==> src/rtl/csc_cfg.svh <==
`ifndef CSC_CFG_SVH
`define CSC_CFG_SVH
// Register byte addresses (index times four)
`define CSC_SLEW_IDX        16'h1c16
`define CSC_ADDR_SLEW       16'h7058
`define CSC_ADDR_SRCSEL     16'h7060
`define CSC_ADDR_STATUS3    16'h7064
`define CSC_ADDR_BOOTCFG    16'h7068
`define CSC_ADDR_PLLCFG     16'h706c
// Field positions and widths
`define CSC_SRC_W           2
`define CSC_OFF_BIT         0
`define CSC_SLEW_W          16
// Reset values
`define CSC_SLEW_RST        16'h0000
`define CSC_SRC_RST         2'h0
`define CSC_PLL_MULT_RST    8'h01
// Boot reference choices, serial targets, PLL ceiling and RTC rate in kHz
`define CSC_REF0_KHZ        32'd11290
`define CSC_REF1_KHZ        32'd12000
`define CSC_REF2_KHZ        32'd12288
`define CSC_SPI_KHZ         32'd500
`define CSC_I2C_KHZ         32'd400
`define CSC_PLL_MAX_KHZ     32'd120000
`define CSC_RTC_KHZ         32'd32
// Disable handover: cycles the pin keeps low before release
`define CSC_PARK_CYC        2'h2
`endif

==> src/rtl/csc_pkg.sv <==
package csc_pkg;
    // Handover states of the debug clock output pin
    typedef enum logic [1:0] {
        CSC_DRIVE,
        CSC_PARK,
        CSC_HIZ
    } csc_pin_state_t;
    // Source choices for the debug clock output
    typedef enum logic [1:0] {
        CSC_SRC_SYS,
        CSC_SRC_REF,
        CSC_SRC_RTC,
        CSC_SRC_DIV
    } csc_src_t;
endpackage : csc_pkg

==> src/rtl/csc_divider.sv <==
`timescale 1ns/100ps
`include "csc_cfg.svh"
// Programmable divider producing a one-cycle enable pulse
module csc_divider (
    // Clock and reset
    input  wire logic        clk,
    input  wire logic        reset_n,
    // Control
    input  wire logic [15:0] div_value,
    // Output pulse
    output logic             tick
);
    logic [15:0] count_reg; // Cycles since last pulse

    // Count up to the divisor and emit one pulse each wrap
    always_ff @(posedge clk or negedge reset_n) begin
        if (!reset_n) begin
            count_reg <= 16'h0000;
            tick      <= 1'b0;
        end else if (count_reg >= div_value) begin
            count_reg <= 16'h0000;
            tick      <= 1'b1;
        end else begin
            count_reg <= count_reg + 16'h0001;
            tick      <= 1'b0;
        end
    end
endmodule : csc_divider

==> src/rtl/csc_clock_select.sv <==
`timescale 1ns/100ps
`include "csc_cfg.svh"
module csc_clock_select (
    // Clock and reset
    input  wire logic        clk,
    input  wire logic        reset_n,
    // Avalon-MM slave
    input  wire logic [15:0] avs_address,
    input  wire logic        avs_read,
    input  wire logic        avs_write,
    input  wire logic [31:0] avs_writedata,
    output logic [31:0]      avs_readdata,
    output logic             avs_waitrequest,
    // Board inputs, sampled on clk
    input  wire logic        clock_select,
    input  wire logic        external_reference_input,
    input  wire logic        rtc_osc_input,
    input  wire logic        pll_clock_input,
    // Clock routing outputs
    output logic             sysgen_reference,
    output logic             rtc_timer_clock,
    output logic             pll_bypass,
    // Debug clock output pin
    output logic             debug_clock_output_o,
    output logic             debug_clock_output_oe,
    output logic [15:0]      output_slew_level,
    // Serial clock enables from boot settings
    output logic             spi_clock_tick,
    output logic             i2c_clock_tick
);
    logic [15:0]          output_slew_register_reg;        // Slew control
    logic [1:0]           output_source_field_reg;         // Pin source
    logic                 output_disable_bit_reg;          // Status bit
    logic [1:0]           boot_ref_reg;                    // Assumed reference
    logic                 bypass_reg;                      // PLL bypass flag
    logic [7:0]           pll_mult_reg;                    // PLL multiplier
    logic                 pll_over_reg;                    // Refused setting seen
    logic                 select_reg;                      // Sampled strap
    logic                 access_reg;                      // Bus answer phase
    logic [1:0]           park_cnt_reg;                    // Handover count
    csc_pkg::csc_pin_state_t pin_state_reg;                // Pin handover state
    logic                 gen_clk_div;                     // Slow source tap
    logic                 spi_tick;                        // Divider pulse
    logic                 i2c_tick;                        // Divider pulse
    logic                 src_clock;                       // Selected source
    logic [31:0]          ref_khz;                         // Assumed reference
    logic [15:0]          spi_div;                         // SPI divisor
    logic [15:0]          i2c_div;                         // I2C divisor

    // Reference in kHz for a boot choice
    function automatic logic [31:0] ref_of(input logic [1:0] sel);
        case (sel)
            2'h1:    ref_of = `CSC_REF1_KHZ;
            2'h2:    ref_of = `CSC_REF2_KHZ;
            default: ref_of = `CSC_REF0_KHZ;
        endcase
    endfunction : ref_of

    // Divisor giving a target rate from a reference, as cycles minus one
    function automatic logic [15:0] div_of(input logic [31:0] ref_k, input logic [31:0] tgt_k);
        logic [31:0] q;
        q = (ref_k + tgt_k - 32'd1) / tgt_k;
        div_of = q[15:0] - 16'h0001;
    endfunction : div_of

    assign ref_khz = ref_of(boot_ref_reg);
    assign spi_div = div_of(ref_khz, `CSC_SPI_KHZ);
    assign i2c_div = div_of(ref_khz, `CSC_I2C_KHZ);

    // Strap resampled every cycle; the board must keep it still
    always_ff @(posedge clk or negedge reset_n) begin
        if (!reset_n) begin
            select_reg <= 1'b0;
        end else begin
            select_reg <= clock_select;
        end
    end

    // Reference routing: oscillator always on RTC timer
    always_ff @(posedge clk or negedge reset_n) begin
        if (!reset_n) begin
            sysgen_reference <= 1'b0;
            rtc_timer_clock  <= 1'b0;
        end else begin
            rtc_timer_clock <= rtc_osc_input;
            if (select_reg) begin
                sysgen_reference <= external_reference_input;
            end else begin
                sysgen_reference <= rtc_osc_input;
            end
        end
    end

    // Source multiplexer for the debug pin
    always_comb begin
        case (csc_pkg::csc_src_t'(output_source_field_reg))
            csc_pkg::CSC_SRC_SYS: src_clock = pll_bypass ? sysgen_reference : pll_clock_input;
            csc_pkg::CSC_SRC_REF: src_clock = sysgen_reference;
            csc_pkg::CSC_SRC_RTC: src_clock = rtc_timer_clock;
            csc_pkg::CSC_SRC_DIV: src_clock = gen_clk_div;
            default:              src_clock = 1'b0;
        endcase
    end

    // Divided tap toggles on each SPI tick
    always_ff @(posedge clk or negedge reset_n) begin
        if (!reset_n) begin
            gen_clk_div <= 1'b0;
        end else if (spi_tick) begin
            gen_clk_div <= ~gen_clk_div;
        end
    end

    // Pin handover: hold low a few cycles before releasing, avoiding a runt pulse
    always_ff @(posedge clk or negedge reset_n) begin
        if (!reset_n) begin
            pin_state_reg         <= csc_pkg::CSC_DRIVE;
            park_cnt_reg          <= 2'h0;
            debug_clock_output_o  <= 1'b0;
            debug_clock_output_oe <= 1'b1;
        end else begin
            case (pin_state_reg)
                csc_pkg::CSC_DRIVE: begin
                    debug_clock_output_o  <= src_clock;
                    debug_clock_output_oe <= 1'b1;
                    if (output_disable_bit_reg) begin
                        pin_state_reg        <= csc_pkg::CSC_PARK;
                        park_cnt_reg         <= 2'h0;
                        debug_clock_output_o <= 1'b0;
                    end
                end
                csc_pkg::CSC_PARK: begin
                    debug_clock_output_o <= 1'b0;
                    if (!output_disable_bit_reg) begin
                        pin_state_reg <= csc_pkg::CSC_DRIVE;
                    end else if (park_cnt_reg == `CSC_PARK_CYC - 2'h1) begin
                        pin_state_reg         <= csc_pkg::CSC_HIZ;
                        debug_clock_output_oe <= 1'b0;
                    end else begin
                        park_cnt_reg <= park_cnt_reg + 2'h1;
                    end
                end
                csc_pkg::CSC_HIZ: begin
                    debug_clock_output_o  <= 1'b0;
                    debug_clock_output_oe <= 1'b0;
                    if (!output_disable_bit_reg) begin
                        pin_state_reg <= csc_pkg::CSC_DRIVE;
                    end
                end
                default: begin
                    pin_state_reg <= csc_pkg::CSC_DRIVE;
                end
            endcase
        end
    end

    // Register writes; bus answers on the second cycle of each access
    always_ff @(posedge clk or negedge reset_n) begin
        if (!reset_n) begin
            output_slew_register_reg <= `CSC_SLEW_RST;
            output_source_field_reg  <= `CSC_SRC_RST;
            output_disable_bit_reg   <= 1'b0;
            boot_ref_reg             <= 2'h0;
            bypass_reg               <= 1'b1;
            pll_mult_reg             <= `CSC_PLL_MULT_RST;
            pll_over_reg             <= 1'b0;
        end else if (avs_write && access_reg) begin
            case (avs_address)
                `CSC_ADDR_SLEW:    output_slew_register_reg <= avs_writedata[15:0];
                `CSC_ADDR_SRCSEL:  output_source_field_reg  <= avs_writedata[1:0];
                `CSC_ADDR_STATUS3: output_disable_bit_reg   <= avs_writedata[`CSC_OFF_BIT];
                `CSC_ADDR_BOOTCFG: begin
                    boot_ref_reg <= (avs_writedata[1:0] == 2'h3) ? 2'h0 : avs_writedata[1:0];
                    bypass_reg   <= avs_writedata[4];
                end
                `CSC_ADDR_PLLCFG: begin
                    // Refuse multipliers that push the output past the ceiling
                    if (ref_khz * {24'h000000, avs_writedata[7:0]} > `CSC_PLL_MAX_KHZ) begin
                        pll_over_reg <= 1'b1;
                    end else begin
                        pll_mult_reg <= avs_writedata[7:0];
                        pll_over_reg <= 1'b0;
                    end
                end
                default: ;
            endcase
        end
    end

    assign pll_bypass = bypass_reg;

    // Slew level follows the register
    always_ff @(posedge clk or negedge reset_n) begin
        if (!reset_n) begin
            output_slew_level <= `CSC_SLEW_RST;
        end else begin
            output_slew_level <= output_slew_register_reg;
        end
    end

    // Bus handshake and read data
    always_ff @(posedge clk or negedge reset_n) begin
        if (!reset_n) begin
            access_reg      <= 1'b0;
            avs_waitrequest <= 1'b1;
            avs_readdata    <= 32'h00000000;
        end else begin
            access_reg      <= (avs_read || avs_write) && !access_reg;
            avs_waitrequest <= !((avs_read || avs_write) && !access_reg);
            if (avs_read && !access_reg) begin
                case (avs_address)
                    `CSC_ADDR_SLEW:    avs_readdata <= {16'h0000, output_slew_register_reg};
                    `CSC_ADDR_SRCSEL:  avs_readdata <= {30'h0, output_source_field_reg};
                    `CSC_ADDR_STATUS3: avs_readdata <= {28'h0000000, pin_state_reg == csc_pkg::CSC_HIZ,
                                                        select_reg, 1'b0, output_disable_bit_reg};
                    `CSC_ADDR_BOOTCFG: avs_readdata <= {27'h0, bypass_reg, 2'h0, boot_ref_reg};
                    `CSC_ADDR_PLLCFG:  avs_readdata <= {23'h0, pll_over_reg, pll_mult_reg};
                    default:           avs_readdata <= 32'h00000000;
                endcase
            end
        end
    end

    // Serial clock dividers from the assumed boot reference
    csc_divider u_spi_div (
        .clk       (clk),
        .reset_n   (reset_n),
        .div_value (spi_div),
        .tick      (spi_tick)
    );
    csc_divider u_i2c_div (
        .clk       (clk),
        .reset_n   (reset_n),
        .div_value (i2c_div),
        .tick      (i2c_tick)
    );

    // Registered copies of the serial ticks
    always_ff @(posedge clk or negedge reset_n) begin
        if (!reset_n) begin
            spi_clock_tick <= 1'b0;
            i2c_clock_tick <= 1'b0;
        end else begin
            spi_clock_tick <= spi_tick;
            i2c_clock_tick <= i2c_tick;
        end
    end
endmodule : csc_clock_select

==> config.mk <==
export PLATFORM = sky130hd
export DESIGN_NAME = csc_clock_select
export DESIGN_NICKNAME = d
export VERILOG_FILES = /design/src/rtl/csc_pkg.sv /design/src/rtl/csc_divider.sv /design/src/rtl/csc_clock_select.sv
export VERILOG_INCLUDE_DIRS = /design/src /design/src/rtl
export SDC_FILE = /design/constraint.sdc
export NUM_CORES = 1
export LEC_CHECK = 0
export ABC_AREA = 0
export BUFFER_PORTS_ARGS = -buffer_cell sky130_fd_sc_hd__buf_2
export CORE_MARGIN = 2
export CORE_UTILIZATION = 29
export DETAILED_ROUTE_END_ITERATION = 10
export PLACE_DENSITY = 0.47
export SYNTH_ARGS = -nofsm -noshare
export SYNTH_HDL_FRONTEND = slang
export SYNTH_SLANG_ARGS = --single-unit
export TNS_END_PERCENT = 10
==> constraint.sdc <==
create_clock -name clk -period 7.5 [get_ports clk]
set_input_delay 0.75 -clock clk [delete_from_list [all_inputs] [get_ports clk]]
set_output_delay 0.75 -clock clk [all_outputs]
set_load 0.03 [all_outputs]
==> impl_summary.md <==
Timing
The final number of max-transition violations is 0. In this run the tightest slew margin relative to its limit is a little under a third. The clock arrives with just over 0.01 ns of skew. Setup violations remaining at the end of the flow were counted as 0.

The highest clock frequency the design can meet is around 0.17 GHz. The minimum clock period is 5.99 ns. Setup repair after global routing left no endpoint under its margin. Of the available clock period, the critical path in the final layout requires about four fifths. Setup total negative slack on the finished layout was measured at 0 ns. The slew at the pin closest to its max-slew limit is 1.04 ns. The hold violation count in the final report is 0.

Run status
The flow ran to the end, and the final reports show no timing, DRC or antenna violations.

Critical path
The required arrival time at the worst endpoint is a little under 8 ns. STA classifies the critical path endpoint as a flip-flop. The type of element launching the critical path is a flip-flop.

Of all nets on the critical path, the largest fanout is 9. The reg-to-reg setup timing slack is about 1.5 ns. The classification of the worst setup path is reg -> reg.

Data arrives at the worst endpoint at about 6.2 ns.

Clock tree
The clock tree from TritonCTS is yes. The number of buffers added by the clock tree synthesis step is 9. The insertion delay of the later-clocked pin in the worst-skew pair is approximately 0.35 ns.

Clock-pin slew was measured on the worst setup and hold paths at 0.08 ns. The number of clock sinks is roughly 110. The number of setup buffers added after CTS is 0.

The count of H-tree levels built during CTS is 3. Counting along the longest clock path gives a buffer depth of 2. For this design, the CTS-stage hold fixing added 0 buffers. Once the clock tree was built, the resizer swapped 0 gates to a different size. CTS placed an instance of sky130_fd_sc_hd__clkbuf_16 at the clock tree root.

Route
The per-cell routed wire length is between 10 and 15 µm. The detailed-routing iteration count for the pre-antenna-repair pass is 4. For this run, design rule violations remaining after detail routing come to 0. The final layout contains routed wiring with a total length of 15.5 mm. The detail route stage leaves a number of antenna-violating nets equal to 0. The initial detailed-routing violation count is between 200 and 250. The via count normalized by instance count is ~4.3. The total via count in the routed design is between 5000 and 6000.

Cells and area
The commonest non-fill, non-tap cell in the layout is sky130_fd_sc_hd__inv_1. The area overhead of the layout relative to synthesis is 14.2%. The final cell area excluding filler cells is about 8600 µm². In the layout the commonest cells are 118 x sky130_fd_sc_hd__inv_1, 107 x sky130_fd_sc_hd__dfrtp_1, 78 x sky130_fd_sc_hd__buf_2. The number of antenna diodes in the final layout is 0.

The fraction of layout instances using a drive strength above 1 is between 10% and 20%. The count of placed standard cells in the final layout, fillers left out is roughly 1200. The net count of the finished layout is 1014.

Power and ir drop
The share of total power dissipated in sequential elements is between 40% and 50%. Cell internal power was estimated by the tool at ~1000 µW. The power share of the clock group is 30.8%. In this run switching power makes up ~33% of total power.

The reported net switching power is approximately 490 µW. For this design the ratio of total power to cell area is between 150 and 200 nW/µm². The static leakage is about 0.0044 µW. The share of power burned in combinational logic is approximately 28%.

The design draws approximately 1500 µW. The worst-case vdd ir drop is between 0.1 and 0.15 mV.

Placement
Port buffering added between 70 and 80 buffers. In this run the cell area measured after placement is between 8000 and 9000 µm². The HPWL after detailed placement is roughly 12 mm.

The number of cells after detailed placement is 1163. The placer congestion estimate is about 0.8.

Die
Pin placement for this block handled ~110 I/O pins. The die is roughly 170 µm wide. The floorplan step defined a core boundary enclosing about 26000 µm².

The die covers 27400 µm². The vertical die dimension is ~170 µm. The initial utilization of the core area, before any placement, comes to approximately 29%. In this run the core area contains around 60 standard-cell rows.

Synthesis
The proportion of register bits with asynchronous set or reset after synthesis is 100%. In the post-synthesis netlist, the biggest area contributors are sky130_fd_sc_hd__dfrtp_1 35%, sky130_fd_sc_hd__fa_1 13%, sky130_fd_sc_hd__ha_1 12%. In this run, distinct cell masters in the synthesized netlist total 54.

Summing every instance area after synthesis gives about 7600 µm². The number of enable flip-flop cells after synthesis is 0. The proportion of synthesized chip area in sequential cells is between 30% and 40%. The leading area contributor after synthesis is sky130_fd_sc_hd__dfrtp_1. The register bit total from synthesis is ~110. The synthesized design devotes to its leading area cell type a little over a third of total area. In the synthesized netlist the dominant register cell turns out to be sky130_fd_sc_hd__dfrtp_1. A synthesized cell averages between 10 and 15 µm².

For this run, the number of Yosys warnings is 0. After technology mapping, the gate count stands at 743.

Global routing
The number of antenna violations at the first check in global routing came to 0. The total congestion overflow is 0. Global routing used a little under an eighth of the available tracks. The first global-routing pass estimated roughly 26 mm of wire. The number of global-route vias before repair is approximately 5100. The maximum number of pins on one net before global-route repair is 78.

Run
Max-cap violations in this run came to 0.

Hold path
The path class of the tightest hold or removal check is in -> async.
-- final cells by class --
class / instances / area (µm²)
Clock buffer: 10 / 229
Inverter: 118 / 443
Fill cell: 2677 / 17200
Clock inverter: 6 / 52.6
Tap cell: 335 / 419
Sequential cell: 111 / 2780
Timing Repair Buffer: 82 / 420
Multi-Input combinational cell: 517 / 4300
-- layer usage --
metal	track usage, %	vias to the layer above	share of wire (%)
li1	-	2595	-
met1	16.5	2414	50
met2	19.3	70	47
met3	1.53	9	2.4
met4	3.29	0	0.92
met5	0	-	0
-- cells in the mapped netlist (all sizes together), types with 2 or more instances --
cell and count:
a22oi 5, fa 48, nor3 6, o211ai 3
a21oi 27, o21a 4, or2 2, nor2b 9
xor2 9, nand3b 3, buf 16, xnor2 14
a22o 2, o2111ai 4, nand2b 12, o22ai 2
dfrtp 107, nand2 57, inv 118, dfstp 4
nor3b 2, nand4 5, and3 11, a211o 3
ha 71, nand3 12, and2 20, a21o 10
mux2i 3, mux2 33, o21ai 34, nor2 41
nor4 12, or3 3, clkbuf 15, a31oi 3
-- worst paths after layout --
| path | from | endpoint | cells past startpoint |
|---|---|---|---|
| min in group clk | u_i2c_div.tick | i2c_clock_tick | 0 |
| worst max register to register | boot_ref_reg[1] | pll_mult_reg[4] | 19 |
| worst min-delay path | reset_n | u_i2c_div.count_reg[15] | 1 |
| worst max-delay path | boot_ref_reg[1] | pll_mult_reg[4] | 19 |
| max in group asynchronous | reset_n | output_slew_register_reg[8] | 2 |
| worst min register to register | u_i2c_div.tick | i2c_clock_tick | 0 |
-- metrics by stage --
stage	util [%]	setup slack, ns	hold WS, ns
after floorplan	-	1.81	0.331
after global placement	32.4	1.38	0.333
after detailed placement	32.4	1.33	0.335
after CTS	33.5	1.45	0.348
after global routing	33.5	1.03	0.364
final	33.5	1.51	0.339
-- worst max-delay path, cell delays in order (launching register included) --
cell,delay (ns)
sky130_fd_sc_hd__dfrtp_1,0.42
sky130_fd_sc_hd__inv_1,0.10
sky130_fd_sc_hd__ha_1,0.33
sky130_fd_sc_hd__nand2_1,0.21
sky130_fd_sc_hd__fa_1,0.53
sky130_fd_sc_hd__fa_1,0.50
sky130_fd_sc_hd__inv_1,0.06
sky130_fd_sc_hd__fa_1,0.54
sky130_fd_sc_hd__inv_1,0.06
sky130_fd_sc_hd__fa_1,0.52
sky130_fd_sc_hd__inv_1,0.05
sky130_fd_sc_hd__ha_1,0.37
sky130_fd_sc_hd__o211ai_1,0.14
sky130_fd_sc_hd__o21ai_1,0.47
sky130_fd_sc_hd__mux2_2,0.39
sky130_fd_sc_hd__nor4_1,0.21
sky130_fd_sc_hd__nand4b_1,0.19
sky130_fd_sc_hd__nand4_1,0.19
sky130_fd_sc_hd__nand4_4,0.24
sky130_fd_sc_hd__mux2_2,0.34
-- kinds of logic after synthesis --
family / Yosys count / share of synthesized area (%)
xor gates and xnor gates: 23 / 2.66
adders and majority gates: 119 / 24.4
and+or+nand+nor: 200 / 13.9
buffers and inverters: 149 / 8.18
muxes: 37 / 5.65
other: 1 / 0.0495
DFF: 111 / 36.7
AOI/OAI and AO/OA: 103 / 8.37
-- power by group through the flow --
stage	logic [µW]	registers [µW]	clock network [µW]
after floorplan	329	624	0
after detailed placement	430	622	0
final	426	610	460
after global routing	495	611	501
after global placement	432	622	0
after CTS	433	611	477
(Power assumes the default switching activity.)
